$ cat src/logic/gevsf_defines.vh
`ifndef GEVSF_DEFINES_VH
`define GEVSF_DEFINES_VH

// Summary register location: main page, address zero.
`define GEVSF_PAGE_MAIN 1'h0
`define GEVSF_SUMMARY_ADDR 6'h00

// The summary field occupies frame data bits 23 down to 8.
`define GEVSF_FIELD_LSB 8
`define GEVSF_FIELD_WIDTH 16
`define GEVSF_SUMMARY_RESET 16'h0000

// Bit positions of the summary bits, as frame data bit numbers.
`define GEVSF_DIE_TEMP_BIT 23
`define GEVSF_BIAS_UV_BIT 22
`define GEVSF_COMM_ERR_BIT 21
`define GEVSF_WAKE_BIT 20
`define GEVSF_PRE_REG_BIT 19
`define GEVSF_STEP_UP_BIT 18
`define GEVSF_CORE_A_BIT 17
`define GEVSF_CORE_B_BIT 16
`define GEVSF_AUX_BIT 15
`define GEVSF_LIN_A_BIT 14
`define GEVSF_LIN_B_BIT 13
`define GEVSF_LIN_C_BIT 12
`define GEVSF_HV_LIN_BIT 11
`define GEVSF_STBY_TMR_BIT 10
`define GEVSF_SUPPLY_UV_BIT 9
`define GEVSF_THERM_ST_BIT 8

`endif

$ cat src/logic/gevsf_or_group.v
`timescale 1ns/1ps

// One summary bit: the OR of a group of individual event flags.
// It holds no state, so the bit drops as soon as the last flag clears.
module gevsf_or_group #(
  parameter N = 2
) (
  // Individual flags of the group.
  input wire [N-1:0] flags,
  // Combined event.
  output wire any_flag
);

  // Reduction OR keeps the cell width independent.
  assign any_flag = |flags;

endmodule // gevsf_or_group

$ cat src/logic/gevsf_summary_reg.v
`timescale 1ns/1ps
`include "gevsf_defines.vh"

module gevsf_summary_reg (
  // Clock and reset.
  input wire clk,
  input wire rst_n,
  // Register access port.
  input wire reg_page,
  input wire [5:0] reg_addr,
  input wire reg_rd,
  input wire reg_wr,
  // Die temperature and bias regulator flags.
  input wire die_temp_event_flag,
  input wire bias_reg_uv_high_flag,
  // Communication error flags of the main page.
  input wire comm_crc_err_flag,
  input wire comm_req_err_flag,
  // Wake-up input flags.
  input wire wake_input_a,
  input wire wake_input_b,
  // Pre-regulator flags.
  input wire pre_regulator_oc_flag,
  input wire pre_regulator_uv_high_flag,
  input wire pre_regulator_uv_low_flag,
  input wire pre_regulator_feedback_ov_flag,
  // Step-up converter flags.
  input wire step_up_ot_flag,
  input wire step_up_ov_flag,
  // Core step-down converter flags.
  input wire core_stepdown_a_oc_flag,
  input wire core_stepdown_a_ot_flag,
  input wire core_stepdown_b_oc_flag,
  input wire core_stepdown_b_ot_flag,
  // Auxiliary step-down converter flags.
  input wire aux_stepdown_oc_flag,
  input wire aux_stepdown_ot_flag,
  // Linear regulator flags.
  input wire linear_reg_a_oc_flag,
  input wire linear_reg_a_ot_flag,
  input wire linear_reg_b_oc_flag,
  input wire linear_reg_b_ot_flag,
  input wire linear_reg_c_oc_flag,
  input wire linear_reg_c_ot_flag,
  // High-voltage linear regulator flags.
  input wire hv_linear_oc_flag,
  input wire hv_linear_ot_flag,
  input wire hv_linear_input_uv_flag,
  // Standby timer flag.
  input wire standby_timer_expiry_flag,
  // Supply undervoltage flags.
  input wire supply_uv_high_flag,
  input wire supply_uv_low_flag,
  input wire supply_uv7_flag,
  // Thermal shutdown self-test flag.
  input wire thermal_selftest_error_flag,
  // Read answer.
  output reg [15:0] reg_rdata_q,
  output reg reg_rvalid_q,
  // Write that was dropped on the read-only register.
  output reg reg_wr_ignored_q,
  // Live copy of the summary for the rest of the device.
  output reg [15:0] summary_q
);

  // Combinational summary, one bit per group.
  wire [15:0] summary_d;
  wire reg_hit;
  wire rd_hit;
  wire wr_hit;

  // Group events for the temperature, bias, link and wake bits.
  wire die_temp_summary;
  wire bias_reg_uv_summary;
  wire comm_error_summary;
  wire wake_summary;

  // Group events for the switching converters.
  wire pre_regulator_summary;
  wire step_up_summary;
  wire core_stepdown_a_summary;
  wire core_stepdown_b_summary;
  wire aux_stepdown_summary;

  // Group events for the linear regulators.
  wire linear_reg_a_summary;
  wire linear_reg_b_summary;
  wire linear_reg_c_summary;
  wire hv_linear_reg_summary;

  // Group events for the timer, the supply and the thermal self-test.
  wire standby_timer_summary;
  wire supply_uv_summary;
  wire thermal_selftest_summary;

  // Die temperature summary has a single source.
  gevsf_or_group #(.N(1)) u_die_temp (
    .flags(die_temp_event_flag),
    .any_flag(die_temp_summary)
  );

  // Bias regulator summary follows the high undervoltage flag only.
  gevsf_or_group #(.N(1)) u_bias_uv (
    .flags(bias_reg_uv_high_flag),
    .any_flag(bias_reg_uv_summary)
  );

  // Communication error summary covers CRC and request errors.
  gevsf_or_group #(.N(2)) u_comm_err (
    .flags({comm_crc_err_flag, comm_req_err_flag}),
    .any_flag(comm_error_summary)
  );

  // Wake summary covers both wake inputs.
  gevsf_or_group #(.N(2)) u_wake (
    .flags({wake_input_a, wake_input_b}),
    .any_flag(wake_summary)
  );

  // Pre-regulator summary covers its four fault flags.
  gevsf_or_group #(.N(4)) u_pre_reg (
    .flags({pre_regulator_oc_flag, pre_regulator_uv_high_flag,
      pre_regulator_uv_low_flag, pre_regulator_feedback_ov_flag}),
    .any_flag(pre_regulator_summary)
  );

  // Step-up converter summary.
  gevsf_or_group #(.N(2)) u_step_up (
    .flags({step_up_ot_flag, step_up_ov_flag}),
    .any_flag(step_up_summary)
  );

  // First core step-down converter summary.
  gevsf_or_group #(.N(2)) u_core_a (
    .flags({core_stepdown_a_oc_flag, core_stepdown_a_ot_flag}),
    .any_flag(core_stepdown_a_summary)
  );

  // Second core step-down converter summary.
  gevsf_or_group #(.N(2)) u_core_b (
    .flags({core_stepdown_b_oc_flag, core_stepdown_b_ot_flag}),
    .any_flag(core_stepdown_b_summary)
  );

  // Auxiliary step-down converter summary.
  gevsf_or_group #(.N(2)) u_aux (
    .flags({aux_stepdown_oc_flag, aux_stepdown_ot_flag}),
    .any_flag(aux_stepdown_summary)
  );

  // Linear regulator summaries, one per regulator, in bit order.
  gevsf_or_group #(.N(2)) u_lin_a (
    .flags({linear_reg_a_oc_flag, linear_reg_a_ot_flag}),
    .any_flag(linear_reg_a_summary)
  );

  gevsf_or_group #(.N(2)) u_lin_b (
    .flags({linear_reg_b_oc_flag, linear_reg_b_ot_flag}),
    .any_flag(linear_reg_b_summary)
  );

  gevsf_or_group #(.N(2)) u_lin_c (
    .flags({linear_reg_c_oc_flag, linear_reg_c_ot_flag}),
    .any_flag(linear_reg_c_summary)
  );

  // High-voltage regulator summary includes its input undervoltage.
  gevsf_or_group #(.N(3)) u_hv_lin (
    .flags({hv_linear_oc_flag, hv_linear_ot_flag,
      hv_linear_input_uv_flag}),
    .any_flag(hv_linear_reg_summary)
  );

  // Standby timer summary has a single source.
  gevsf_or_group #(.N(1)) u_stby_tmr (
    .flags(standby_timer_expiry_flag),
    .any_flag(standby_timer_summary)
  );

  // Supply undervoltage summary covers all three thresholds.
  gevsf_or_group #(.N(3)) u_supply_uv (
    .flags({supply_uv_high_flag, supply_uv_low_flag, supply_uv7_flag}),
    .any_flag(supply_uv_summary)
  );

  // Thermal shutdown self-test summary has a single source.
  gevsf_or_group #(.N(1)) u_therm_st (
    .flags(thermal_selftest_error_flag),
    .any_flag(thermal_selftest_summary)
  );

  // Place each group event on its bit of the field. The frame bit numbers
  // are rebased on the field's low bit, so frame bit 23 is word bit 15 and
  // frame bit 8 is word bit 0.
  // Temperature, bias, link error and wake bits.
  assign summary_d[`GEVSF_DIE_TEMP_BIT-`GEVSF_FIELD_LSB] =
    die_temp_summary;
  assign summary_d[`GEVSF_BIAS_UV_BIT-`GEVSF_FIELD_LSB] =
    bias_reg_uv_summary;
  assign summary_d[`GEVSF_COMM_ERR_BIT-`GEVSF_FIELD_LSB] =
    comm_error_summary;
  assign summary_d[`GEVSF_WAKE_BIT-`GEVSF_FIELD_LSB] =
    wake_summary;

  // Switching converter bits.
  assign summary_d[`GEVSF_PRE_REG_BIT-`GEVSF_FIELD_LSB] =
    pre_regulator_summary;
  assign summary_d[`GEVSF_STEP_UP_BIT-`GEVSF_FIELD_LSB] =
    step_up_summary;
  assign summary_d[`GEVSF_CORE_A_BIT-`GEVSF_FIELD_LSB] =
    core_stepdown_a_summary;
  assign summary_d[`GEVSF_CORE_B_BIT-`GEVSF_FIELD_LSB] =
    core_stepdown_b_summary;
  assign summary_d[`GEVSF_AUX_BIT-`GEVSF_FIELD_LSB] =
    aux_stepdown_summary;

  // Linear regulator bits.
  assign summary_d[`GEVSF_LIN_A_BIT-`GEVSF_FIELD_LSB] =
    linear_reg_a_summary;
  assign summary_d[`GEVSF_LIN_B_BIT-`GEVSF_FIELD_LSB] =
    linear_reg_b_summary;
  assign summary_d[`GEVSF_LIN_C_BIT-`GEVSF_FIELD_LSB] =
    linear_reg_c_summary;
  assign summary_d[`GEVSF_HV_LIN_BIT-`GEVSF_FIELD_LSB] =
    hv_linear_reg_summary;

  // Timer, supply and thermal self-test bits.
  assign summary_d[`GEVSF_STBY_TMR_BIT-`GEVSF_FIELD_LSB] =
    standby_timer_summary;
  assign summary_d[`GEVSF_SUPPLY_UV_BIT-`GEVSF_FIELD_LSB] =
    supply_uv_summary;
  assign summary_d[`GEVSF_THERM_ST_BIT-`GEVSF_FIELD_LSB] =
    thermal_selftest_summary;

  // Address decode; only the main page location zero belongs here. Page
  // and address are compared in full, so the summary has no alias on the
  // other page or at any other location.
  assign reg_hit = (reg_page == `GEVSF_PAGE_MAIN) &&
    (reg_addr == `GEVSF_SUMMARY_ADDR);
  assign rd_hit = reg_rd & reg_hit;
  assign wr_hit = reg_wr & reg_hit;

  // The live copy is refreshed every cycle and never latches an event,
  // so a bit falls one cycle after its last source clears.
  // Nothing here can hold a bit up once its group is quiet.
  always @(posedge clk or negedge rst_n) begin
    if (!rst_n) begin
      summary_q <= `GEVSF_SUMMARY_RESET;
    end else begin
      summary_q <= summary_d;
    end
  end

  // The read answer strobe stands for exactly one cycle after each read hit,
  // so a host that issues reads back to back sees it held high, one cycle per read, with no gap between.
  always @(posedge clk or negedge rst_n) begin
    if (!rst_n) begin
      reg_rvalid_q <= 1'b0;
    end else begin
      reg_rvalid_q <= rd_hit;
    end
  end

  // A read samples the summary straight from the flags rather than from
  // summary_q, which saves one cycle of staleness on a confirm read.
  // The word then stands until the next read hit, so a slow host may pick it
  // up at leisure; misses and writes leave it alone.
  always @(posedge clk or negedge rst_n) begin
    if (!rst_n) begin
      reg_rdata_q <= `GEVSF_SUMMARY_RESET;
    end else if (rd_hit) begin
      reg_rdata_q <= summary_d;
    end
  end

  // Writes change nothing; they are only reported, and no flag input is
  // touched because this block has no path back to the flag registers.
  // A write that comes with a read in the same cycle is reported here all
  // the same, while the read path answers the read as usual.
  always @(posedge clk or negedge rst_n) begin
    if (!rst_n) begin
      reg_wr_ignored_q <= 1'b0;
    end else begin
      reg_wr_ignored_q <= wr_hit;
    end
  end

endmodule // gevsf_summary_reg

$ cat config.mk
export PLATFORM = sky130hd
export DESIGN_NAME = gevsf_summary_reg
export DESIGN_NICKNAME = d
export VERILOG_FILES = /design/src/logic/gevsf_or_group.v /design/src/logic/gevsf_summary_reg.v
export VERILOG_INCLUDE_DIRS = /design/src /design/src/logic
export SDC_FILE = /design/constraint.sdc
export NUM_CORES = 1
export LEC_CHECK = 0
export ABC_AREA = 1
export BUFFER_PORTS_ARGS = -buffer_cell sky130_fd_sc_hd__buf_2
export CORE_MARGIN = 3
export CORE_UTILIZATION = 38
export DETAILED_ROUTE_END_ITERATION = 7
export PLACE_DENSITY_LB_ADDON = 0.3
export SYNTH_ARGS = -nofsm -noshare
export SYNTH_HDL_FRONTEND = slang
export SYNTH_SLANG_ARGS = --single-unit
$ cat constraint.sdc
create_clock -name clk -period 0.8 [get_ports clk]
set_input_delay 0.08 -clock clk [delete_from_list [all_inputs] [get_ports clk]]
set_output_delay 0.08 -clock clk [all_outputs]
set_load 0.02 [all_outputs]
== Word-level counts from Yosys, hierarchy flattened ==
Index checks and enable logic that the tools add are counted.

* Bits in registers: 34
* Input bits: 43
* Output and inout bits: 34
* Word-level logic and storage cells: 21

* Bitwise operators: 3
* Reduce and logical (&&, ||, !) cells: 14

{| class="wikitable"
|+ Operators by type and width
! kind !! count
|-
| $reduce_or A2 Y1 || 9
|-
| $logic_not A6 Y1 || 1
|-
| $reduce_or A3 Y1 || 2
|-
| $reduce_or A4 Y1 || 1
|-
| $and A1 B1 Y1 || 2
|-
| $logic_and A1 B1 Y1 || 1
|-
| $not A1 Y1 || 1
|}

== Logic depth before layout (Yosys ltp) ==
Gate-level depths: netlist of run 1.

* Depth in word-level cells: 3
* Mapped depth: 7
* Depth with buffers taken out: 6

== Hierarchy ==
From an unflattened synthesis of run 1, not the netlist that was laid out.

* Cells, all modules: 139
* Area, all modules: 1400.1 sq um

{| class="wikitable"
|+ Modules (own cells, without submodules)
! module !! times used !! cells an instance !! area each (sq um) !! sequential area each (sq um)
|-
| gevsf_summary_reg || 1 || 99 || 1234.9 || 850.8
|-
| gevsf_or_group (u_aux ...) || 12 || 3 || 11.3 || 0.0
|-
| gevsf_or_group (u_bias_uv ...) || 4 || 1 || 7.5 || 0.0
|}

== Worst setup path before layout of run 1 ==
No wires, ideal clock.

* Path type: input-to-reg
* Start: in reg_addr[3]
* End: reg reg_rdata_q[10]
* Setup time: 0.117 ns
* Data arrival time: 0.653 ns
* Required time: 0.683 ns
* Setup slack: 0.030 ns
* Cell stages on the path: 7
* Path buffers: 1
* Path through: nor2_4 > nand2_4 > inv_2 > nand3_4 > buf_6 > nand2_1 > nand2_1

* Word-level cells in the longest chain between the ends: 3

{| class="wikitable"
|+ Ends and longest elaborated chain
! item !! line !! RTL
|-
| start, declared || gevsf_summary_reg.v:10 || <nowiki>input wire [5:0] reg_addr,</nowiki>
|-
| $logic_not A6 Y1 (no source line) || -- ||
|-
| $logic_and A1 B1 Y1 || gevsf_summary_reg.v:238 || <nowiki>assign reg_hit = (reg_page == `GEVSF_PAGE_MAIN) &&</nowiki>
|-
| $and A1 B1 Y1 || gevsf_summary_reg.v:240 || <nowiki>assign rd_hit = reg_rd & reg_hit;</nowiki>
|-
| end signal, assigned || gevsf_summary_reg.v:270 || <nowiki>reg_rdata_q <= `GEVSF_SUMMARY_RESET;</nowiki>
|-
| end signal, assigned || gevsf_summary_reg.v:272 || <nowiki>reg_rdata_q <= summary_d;</nowiki>
|-
| end, declared || gevsf_summary_reg.v:58 || <nowiki>output reg [15:0] reg_rdata_q,</nowiki>
|}

No other way between the ends.
A chain may end at the register's enable or synchronous reset.

== Worst setup path after layout of run 1 ==
* Start: reg reg_rdata_q[12]
* End: out reg_rdata_q[12]

No word-level cell between the ends.

==> flow_metrics.env, run 1 <==
export IMPL_cp_slowest_cell="dfrtp_1"
export IMPL_required_ns=0.72
export IMPL_synth_cell_types=19
export IMPL_status="complete, but fails checks"
export IMPL_vias=1198
export IMPL_placed_cells_incl_taps=236
export IMPL_synth_seq_cells=34
export IMPL_seqPwrFrac=0.469
export IMPL_period_needed_ns=0.976
export IMPL_drtPass1Iterations=4
export IMPL_p_switching_uw=1050
export IMPL_rows=20
export IMPL_power_density_nw_per_um2=1800
export IMPL_ys_seq_area_frac=0.642
export IMPL_grt_pass1_vias=1245
export IMPL_syn_area_per_cell_um2=11.3
export IMPL_cts_buffer_depth=2
export IMPL_drcViolationCount=0
export IMPL_worstSetupStartpointType="flip-flop"
export IMPL_grt_pass1_wl_mm=5.62
export IMPL_grt_max_degree=35
export IMPL_fin_cells=267
export IMPL_max_freq_mhz=1020
export IMPL_drt_first_iter_violations=25
export IMPL_coreArea_um2=3180
export IMPL_synth_nets=160
export IMPL_slowest_delay_ns=0.42
export IMPL_antenna_found_initial=0
export IMPL_synthCells=117
export IMPL_area_delta_synth_final_pct=72.8
export IMPL_crit_chain="buf_6"
export IMPL_die_w_um=65.1
export IMPL_via_per_inst=4.49
export IMPL_routed_wl_mm=3.57
export IMPL_timing_final_crit_share=1.22
export IMPL_cts_root_buf="clkbuf_4"
export IMPL_io_pins=77
export IMPL_failed_checks="hold timing, setup timing"
export IMPL_fin_area_um2=2290
export IMPL_placed_cell_area_um2=1750
export IMPL_nNetsFinal=266
export IMPL_drv_slew=0
export IMPL_setup_worst_path_end_class="output port"
export IMPL_syn_area_um2=1330
export IMPL_wl_per_cell_um=13.4
export IMPL_rsz0062_at_grt="true"
export IMPL_grt_total_usage=0.182
export IMPL_cts_tree="done"
export IMPL_die_area_um2=4230
export IMPL_dp_hpwl_mm=2.30
export IMPL_rrSetupSlack_ns=-0.06
export IMPL_p_leak_uw=0.00123
export IMPL_worst_skew_pair_late_latency_ns=0.32
export IMPL_n_antenna_cell=0
export IMPL_p_sw_frac=0.255
export IMPL_worst_slack_ns=-0.176
export IMPL_grt_overflow=0
export IMPL_critPathBufInv=1
export IMPL_drive_gt1_frac=0.525
export IMPL_numCtsBuffers=5
export IMPL_worstPathArrival_ns=0.90
export IMPL_p_clk_frac=0.310
export IMPL_hold_ws_ns=-0.0491
export IMPL_die_y_um=65.1
export IMPL_relSlewSlack=0.842
export IMPL_min_path_type="input pin to flip-flop"
export IMPL_criticalPathCategory="flip-flop to output port"
export IMPL_combPwrFrac=0.220
export IMPL_htree_levels=2
export IMPL_yosysWarnings=0
export IMPL_path_max_fanout=2
export IMPL_worst_slew_pin_slew_ns=0.237
export IMPL_ir_drop_uv=1060
export IMPL_final_hold_violation_count=4
export IMPL_finClkSkew_ns=0
export IMPL_internal_power_uw=3060
export IMPL_cpLargestDelayFamily="flip-flops"
export IMPL_max_cap_violations=0
export IMPL_clk_pin_slew_ns=0.10
export IMPL_gp_congestion=0.659
export IMPL_setup_violations=39
export IMPL_numPortBuffers=76
export IMPL_clock_sinks=34
export IMPL_initial_core_util=0.417
export IMPL_ant_nets=0
placed cells by master, fill, tap and decap left out, types with 3 or more instances in the layout:
cell type,count
nand2_1,34
or2_2,9
dlygate4sd3_1,16
nor2_4,3
inv_2,4
dfrtp_1,34
nand3_1,15
buf_6,34
buf_4,12
clkbuf_4,5
buf_2,38
cells in the mapped netlist (all sizes together):
cell type	instances	area [um^2]
nand2	37	149
nor3b	1	7.51
inv	6	22.5
buf	3	33.8
clkbuf	1	13.8
nor2	8	68.8
or2	9	56.3
dfrtp	34	851
nand3	17	103
nand3b	1	20.0
metal layers:
layer	track usage	wire length [um]	up-vias
met5	0	0	-
met4	0.106	89	0
met3	0.0503	224	9
met2	0.332	1940	57
met1	0.183	1310	556
li1	-	-	576
logic make-up after synthesis:
logic type,count (synthesis),share of synthesized area
buffers and inverters,10,0.0529
flip-flops,34,0.642
AND/OR/NAND/NOR,73,0.305
per-stage QoR:
stage | power, uW | worst slack (ns) | utilization | TNS [ns]
2_1_floorplan | 2240 | 0.0301 | - | 0
4_1_cts | 4110 | -0.184 | 0.717 | -5.20
3_3_place_gp | 2540 | -0.101 | 0.550 | -1.52
5_1_grt | 4310 | -0.224 | 0.720 | -6.50
3_5_place_dp | 2560 | -0.138 | 0.550 | -2.00
6_report | 4110 | -0.176 | 0.720 | -4.89
power by group through the flow:
stage	Clock (uW)	Combinational, uW	Sequential (uW)
5_1_grt	1400	971	1950
3_3_place_gp	0	607	1930
2_1_floorplan	0	153	2090
6_report	1280	906	1930
3_5_place_dp	0	626	1930
4_1_cts	1300	883	1930
worst paths after layout:
| path | startpoint | endpoint | cells after the start |
|---|---|---|---|
| hold / removal | aux_stepdown_ot_flag | summary_q[7] | 2 |
| setup reg to reg | reg_rdata_q[2] | reg_rdata_q[2] | 4 |
| hold reg to reg | reg_rdata_q[11] | reg_rdata_q[11] | 2 |
| setup / recovery | reg_rdata_q[12] | reg_rdata_q[12] | 1 |
| min in group asynchronous | rst_n | reg_rdata_q[14] | 3 |
| max in group asynchronous | rst_n | reg_rdata_q[9] | 3 |
state kept, by name (all words and copies together) (netlist names):
name	flops
reg_rdata_q	16
reg_rvalid_q	1
summary_q	16
reg_wr_ignored_q	1
repair_timing:
| action | in CTS | in global routing |
|---|---|---|
| pin swaps | 0 | 5 |
| resized for setup | 68 | 5 |
| setup endpoints to repair | 34 | 38 |
| buffers inserted | 6 | 4 |
| hold endpoints to repair | 54 | 5 |
| hold buffers | 19 | 1 |
final cells by class:
type / instances / area (um^2)
fillers: 247 / 888
flip-flops and latches: 34 / 851
clock inverters: 1 / 30.0
clock buffers: 6 / 51.3
multi-input cells: 73 / 412
well taps: 44 / 55.1
repair buffers: 103 / 868
inverters: 6 / 22.5
(Power assumes the default switching activity.)
==> inputs of run 2 (changes only) <==
--- a/config.mk
+++ b/config.mk
@@ -9,9 +9,10 @@
 export ABC_AREA = 1
 export BUFFER_PORTS_ARGS = -buffer_cell sky130_fd_sc_hd__buf_2
 export CORE_MARGIN = 3
-export CORE_UTILIZATION = 38
+export CORE_UTILIZATION = 39
 export DETAILED_ROUTE_END_ITERATION = 7
 export PLACE_DENSITY_LB_ADDON = 0.3
 export SYNTH_ARGS = -nofsm -noshare
 export SYNTH_HDL_FRONTEND = slang
+export SYNTH_HIERARCHICAL = 1
 export SYNTH_SLANG_ARGS = --single-unit
==> flow_metrics.env, run 2 <==
export IMPL_status="complete, but fails checks"
export IMPL_failed_checks="setup timing"
export IMPL_criticalPathCategory="flip-flop to output port"
export IMPL_slowest_delay_ns=0.42
export IMPL_p_sw_frac=0.262
export IMPL_rows=21
export IMPL_finClkSkew_ns=0
export IMPL_numCtsBuffers=5
export IMPL_synthCells=139
export IMPL_mostFrequentLayoutCells="nand2_1 (44), buf_2 (39), buf_6 (34), dfrtp_1 (34), dlygate4sd3_1 (30)"
export IMPL_yosysWarnings=6
export IMPL_ant_nets=0
export IMPL_fin_cells=306
export IMPL_cts_buffer_depth=2
export IMPL_critPathBufInv=1
export IMPL_syn_area_per_cell_um2=10.1
export IMPL_period_needed_ns=0.969
export IMPL_grt_overflow=0
export IMPL_worst_skew_pair_late_latency_ns=0.32
export IMPL_antenna_found_initial=0
export IMPL_biggestRegsByFlops="reg_rdata_q (16), summary_q (16)"
export IMPL_final_common_cell="nand2_1"
export IMPL_cpLargestDelayFamily="flip-flops"
export IMPL_layout_area_seq_um2=851
export IMPL_ir_drop_uv=1070
export IMPL_fin_area_um2=2510
export IMPL_synth_top_area_frac=0.608
export IMPL_initial_core_util=0.413
export IMPL_synth_common_cells="nand2_1 (44), dfrtp_1 (34), inv_1 (20)"
export IMPL_routed_wl_mm=3.73
export IMPL_synth_cell_types=18
export IMPL_worst_slack_ns=-0.169
export IMPL_p_switching_uw=1060
export IMPL_synth_nets=182
export IMPL_placed_cells_incl_taps=256
export IMPL_cts_tree="done"
export IMPL_crit_chain="buf_6"
export IMPL_wl_per_cell_um=12.2
export IMPL_p_clk_frac=0.281
export IMPL_internal_power_uw=2990
export IMPL_p_leak_uw=0.00143
export IMPL_io_pins=77
export IMPL_synth_edf_count=0
export IMPL_cts_root_buf="clkbuf_4"
export IMPL_vias=1298
export IMPL_drcViolationCount=0
export IMPL_grt_total_usage=0.188
export IMPL_min_path_type="input pin to flip-flop"
export IMPL_worstSetupStartpointType="flip-flop"
export IMPL_synth_ff_type="dfrtp_1"
export IMPL_worst_slew_pin_slew_ns=0.255
export IMPL_max_cap_violations=0
export IMPL_die_y_um=65.9
export IMPL_syn_area_um2=1400
export IMPL_drtPass1Iterations=4
export IMPL_nNetsFinal=302
export IMPL_grt_max_degree=35
export IMPL_grt_pass1_wl_mm=6.10
export IMPL_drt_first_iter_violations=82
export IMPL_n_antenna_cell=0
export IMPL_dp_hpwl_mm=2.07
export IMPL_htree_levels=2
export IMPL_nFillCells=241
export IMPL_timing_final_crit_share=1.21
export IMPL_worstPathArrival_ns=0.89
export IMPL_setup_violations=36
export IMPL_clock_sinks=34
export IMPL_multiInputGateArea_um2=384
export IMPL_drv_slew=0
export IMPL_required_ns=0.72
export IMPL_die_w_um=65.9
export IMPL_final_hold_violation_count=0
export IMPL_setup_worst_path_end_class="output port"
export IMPL_seqPwrFrac=0.475
export IMPL_rsz0062_at_grt="true"
export IMPL_max_freq_mhz=1030
export IMPL_synth_seq_cells=34
export IMPL_ys_seq_area_frac=0.608
export IMPL_power_density_nw_per_um2=1620
export IMPL_hold_ws_ns=0.0637
export IMPL_ys_async_sr_fraction=1.00
export IMPL_numPortBuffers=76
export IMPL_yosys_cell_count_top_type="nand2_1"
export IMPL_combPwrFrac=0.244
export IMPL_clk_pin_slew_ns=0.10
export IMPL_cp_slowest_cell="dfrtp_1"
export IMPL_yosys_top_cells_area="dfrtp_1 (61%), nand2_1 (12%), inv_1 (5.4%), nand3_1 (5.4%), buf_4 (2.7%)"
export IMPL_drive_gt1_frac=0.419
export IMPL_path_max_fanout=2
export IMPL_relSlewSlack=0.830
export IMPL_area_delta_synth_final_pct=79.1
export IMPL_die_area_um2=4340
export IMPL_gp_congestion=0.703
export IMPL_coreArea_um2=3390
export IMPL_grt_pass1_vias=1434
export IMPL_synth_largest_area_cell="dfrtp_1"
export IMPL_placed_cell_area_um2=1800
export IMPL_via_per_inst=4.24
==> run 2: path summary, 6_finish.rpt <==
check	start	slack (ns)	to	depth (start not counted)
max	reg_rdata_q[10]	-0.17	reg_rdata_q[10]	1
min	reg_addr[0]	0.06	reg_wr_ignored_q	4
max reg2reg	reg_rdata_q[15]	-0.07	reg_rdata_q[15]	4
min reg2reg	reg_rdata_q[9]	0.50	reg_rdata_q[9]	2
max in group asynchronous	rst_n	0.40	summary_q[13]	3
min in group asynchronous	rst_n	0.23	reg_rdata_q[9]	3
==> run 2: layer usage <==
metal / GRT usage / up-vias / part of all wire
li1: - / 650 / -
met5: 0 / - / 0
met1: 0.178 / 588 / 0.35
met2: 0.353 / 52 / 0.57
met4: 0.0933 / 0 / 0.023
met3: 0.0646 / 8 / 0.057
==> run 2: repair_timing <==
action                                  4_1_cts  5_1_grt
buffers inserted                              6        5
hold buffers                                 34        0
endpoints found under the setup margin       34       38
pin swaps                                     0       10
gates cloned                                  0        0
gates resized for setup                      68        5
endpoints found under the hold margin        54        0
==> run 2: cell families (layout without fill, tap and decap cells) <==
family	Yosys count	in the layout	share of synthesized area
AND/OR/NAND/NOR	73	73	0.273
flip-flops	34	34	0.608
buffers and inverters	32	153	0.120
==> run 2: power groups by stage <==
stage	sequential [uW]	combinational, uW	clock, uW
2_1_floorplan	2090	175	0
3_3_place_gp	1930	624	0
3_5_place_dp	1930	634	0
4_1_cts	1920	951	1180
5_1_grt	1940	1070	1280
6_report	1930	991	1140
==> run 2: layout make-up <==
type / instances / share of cell area
clock buffer: 8 / 0.0314
inverter: 24 / 0.0359
multi-input combinational: 73 / 0.153
sequential: 34 / 0.339
tap: 46 / 0.0230
timing repair buffer: 121 / 0.417
==> run 2: per-stage QoR <==
step | worst slack (ns) | TNS [ns] | utilization | total power, uW
floorplan | 0.0301 | 0 | - | 2270
global placement | -0.119 | -1.77 | 0.530 | 2550
detailed placement | -0.140 | -2.09 | 0.530 | 2560
CTS | -0.177 | -5.06 | 0.729 | 4050
global route | -0.225 | -6.61 | 0.740 | 4290
finish | -0.169 | -4.68 | 0.740 | 4060
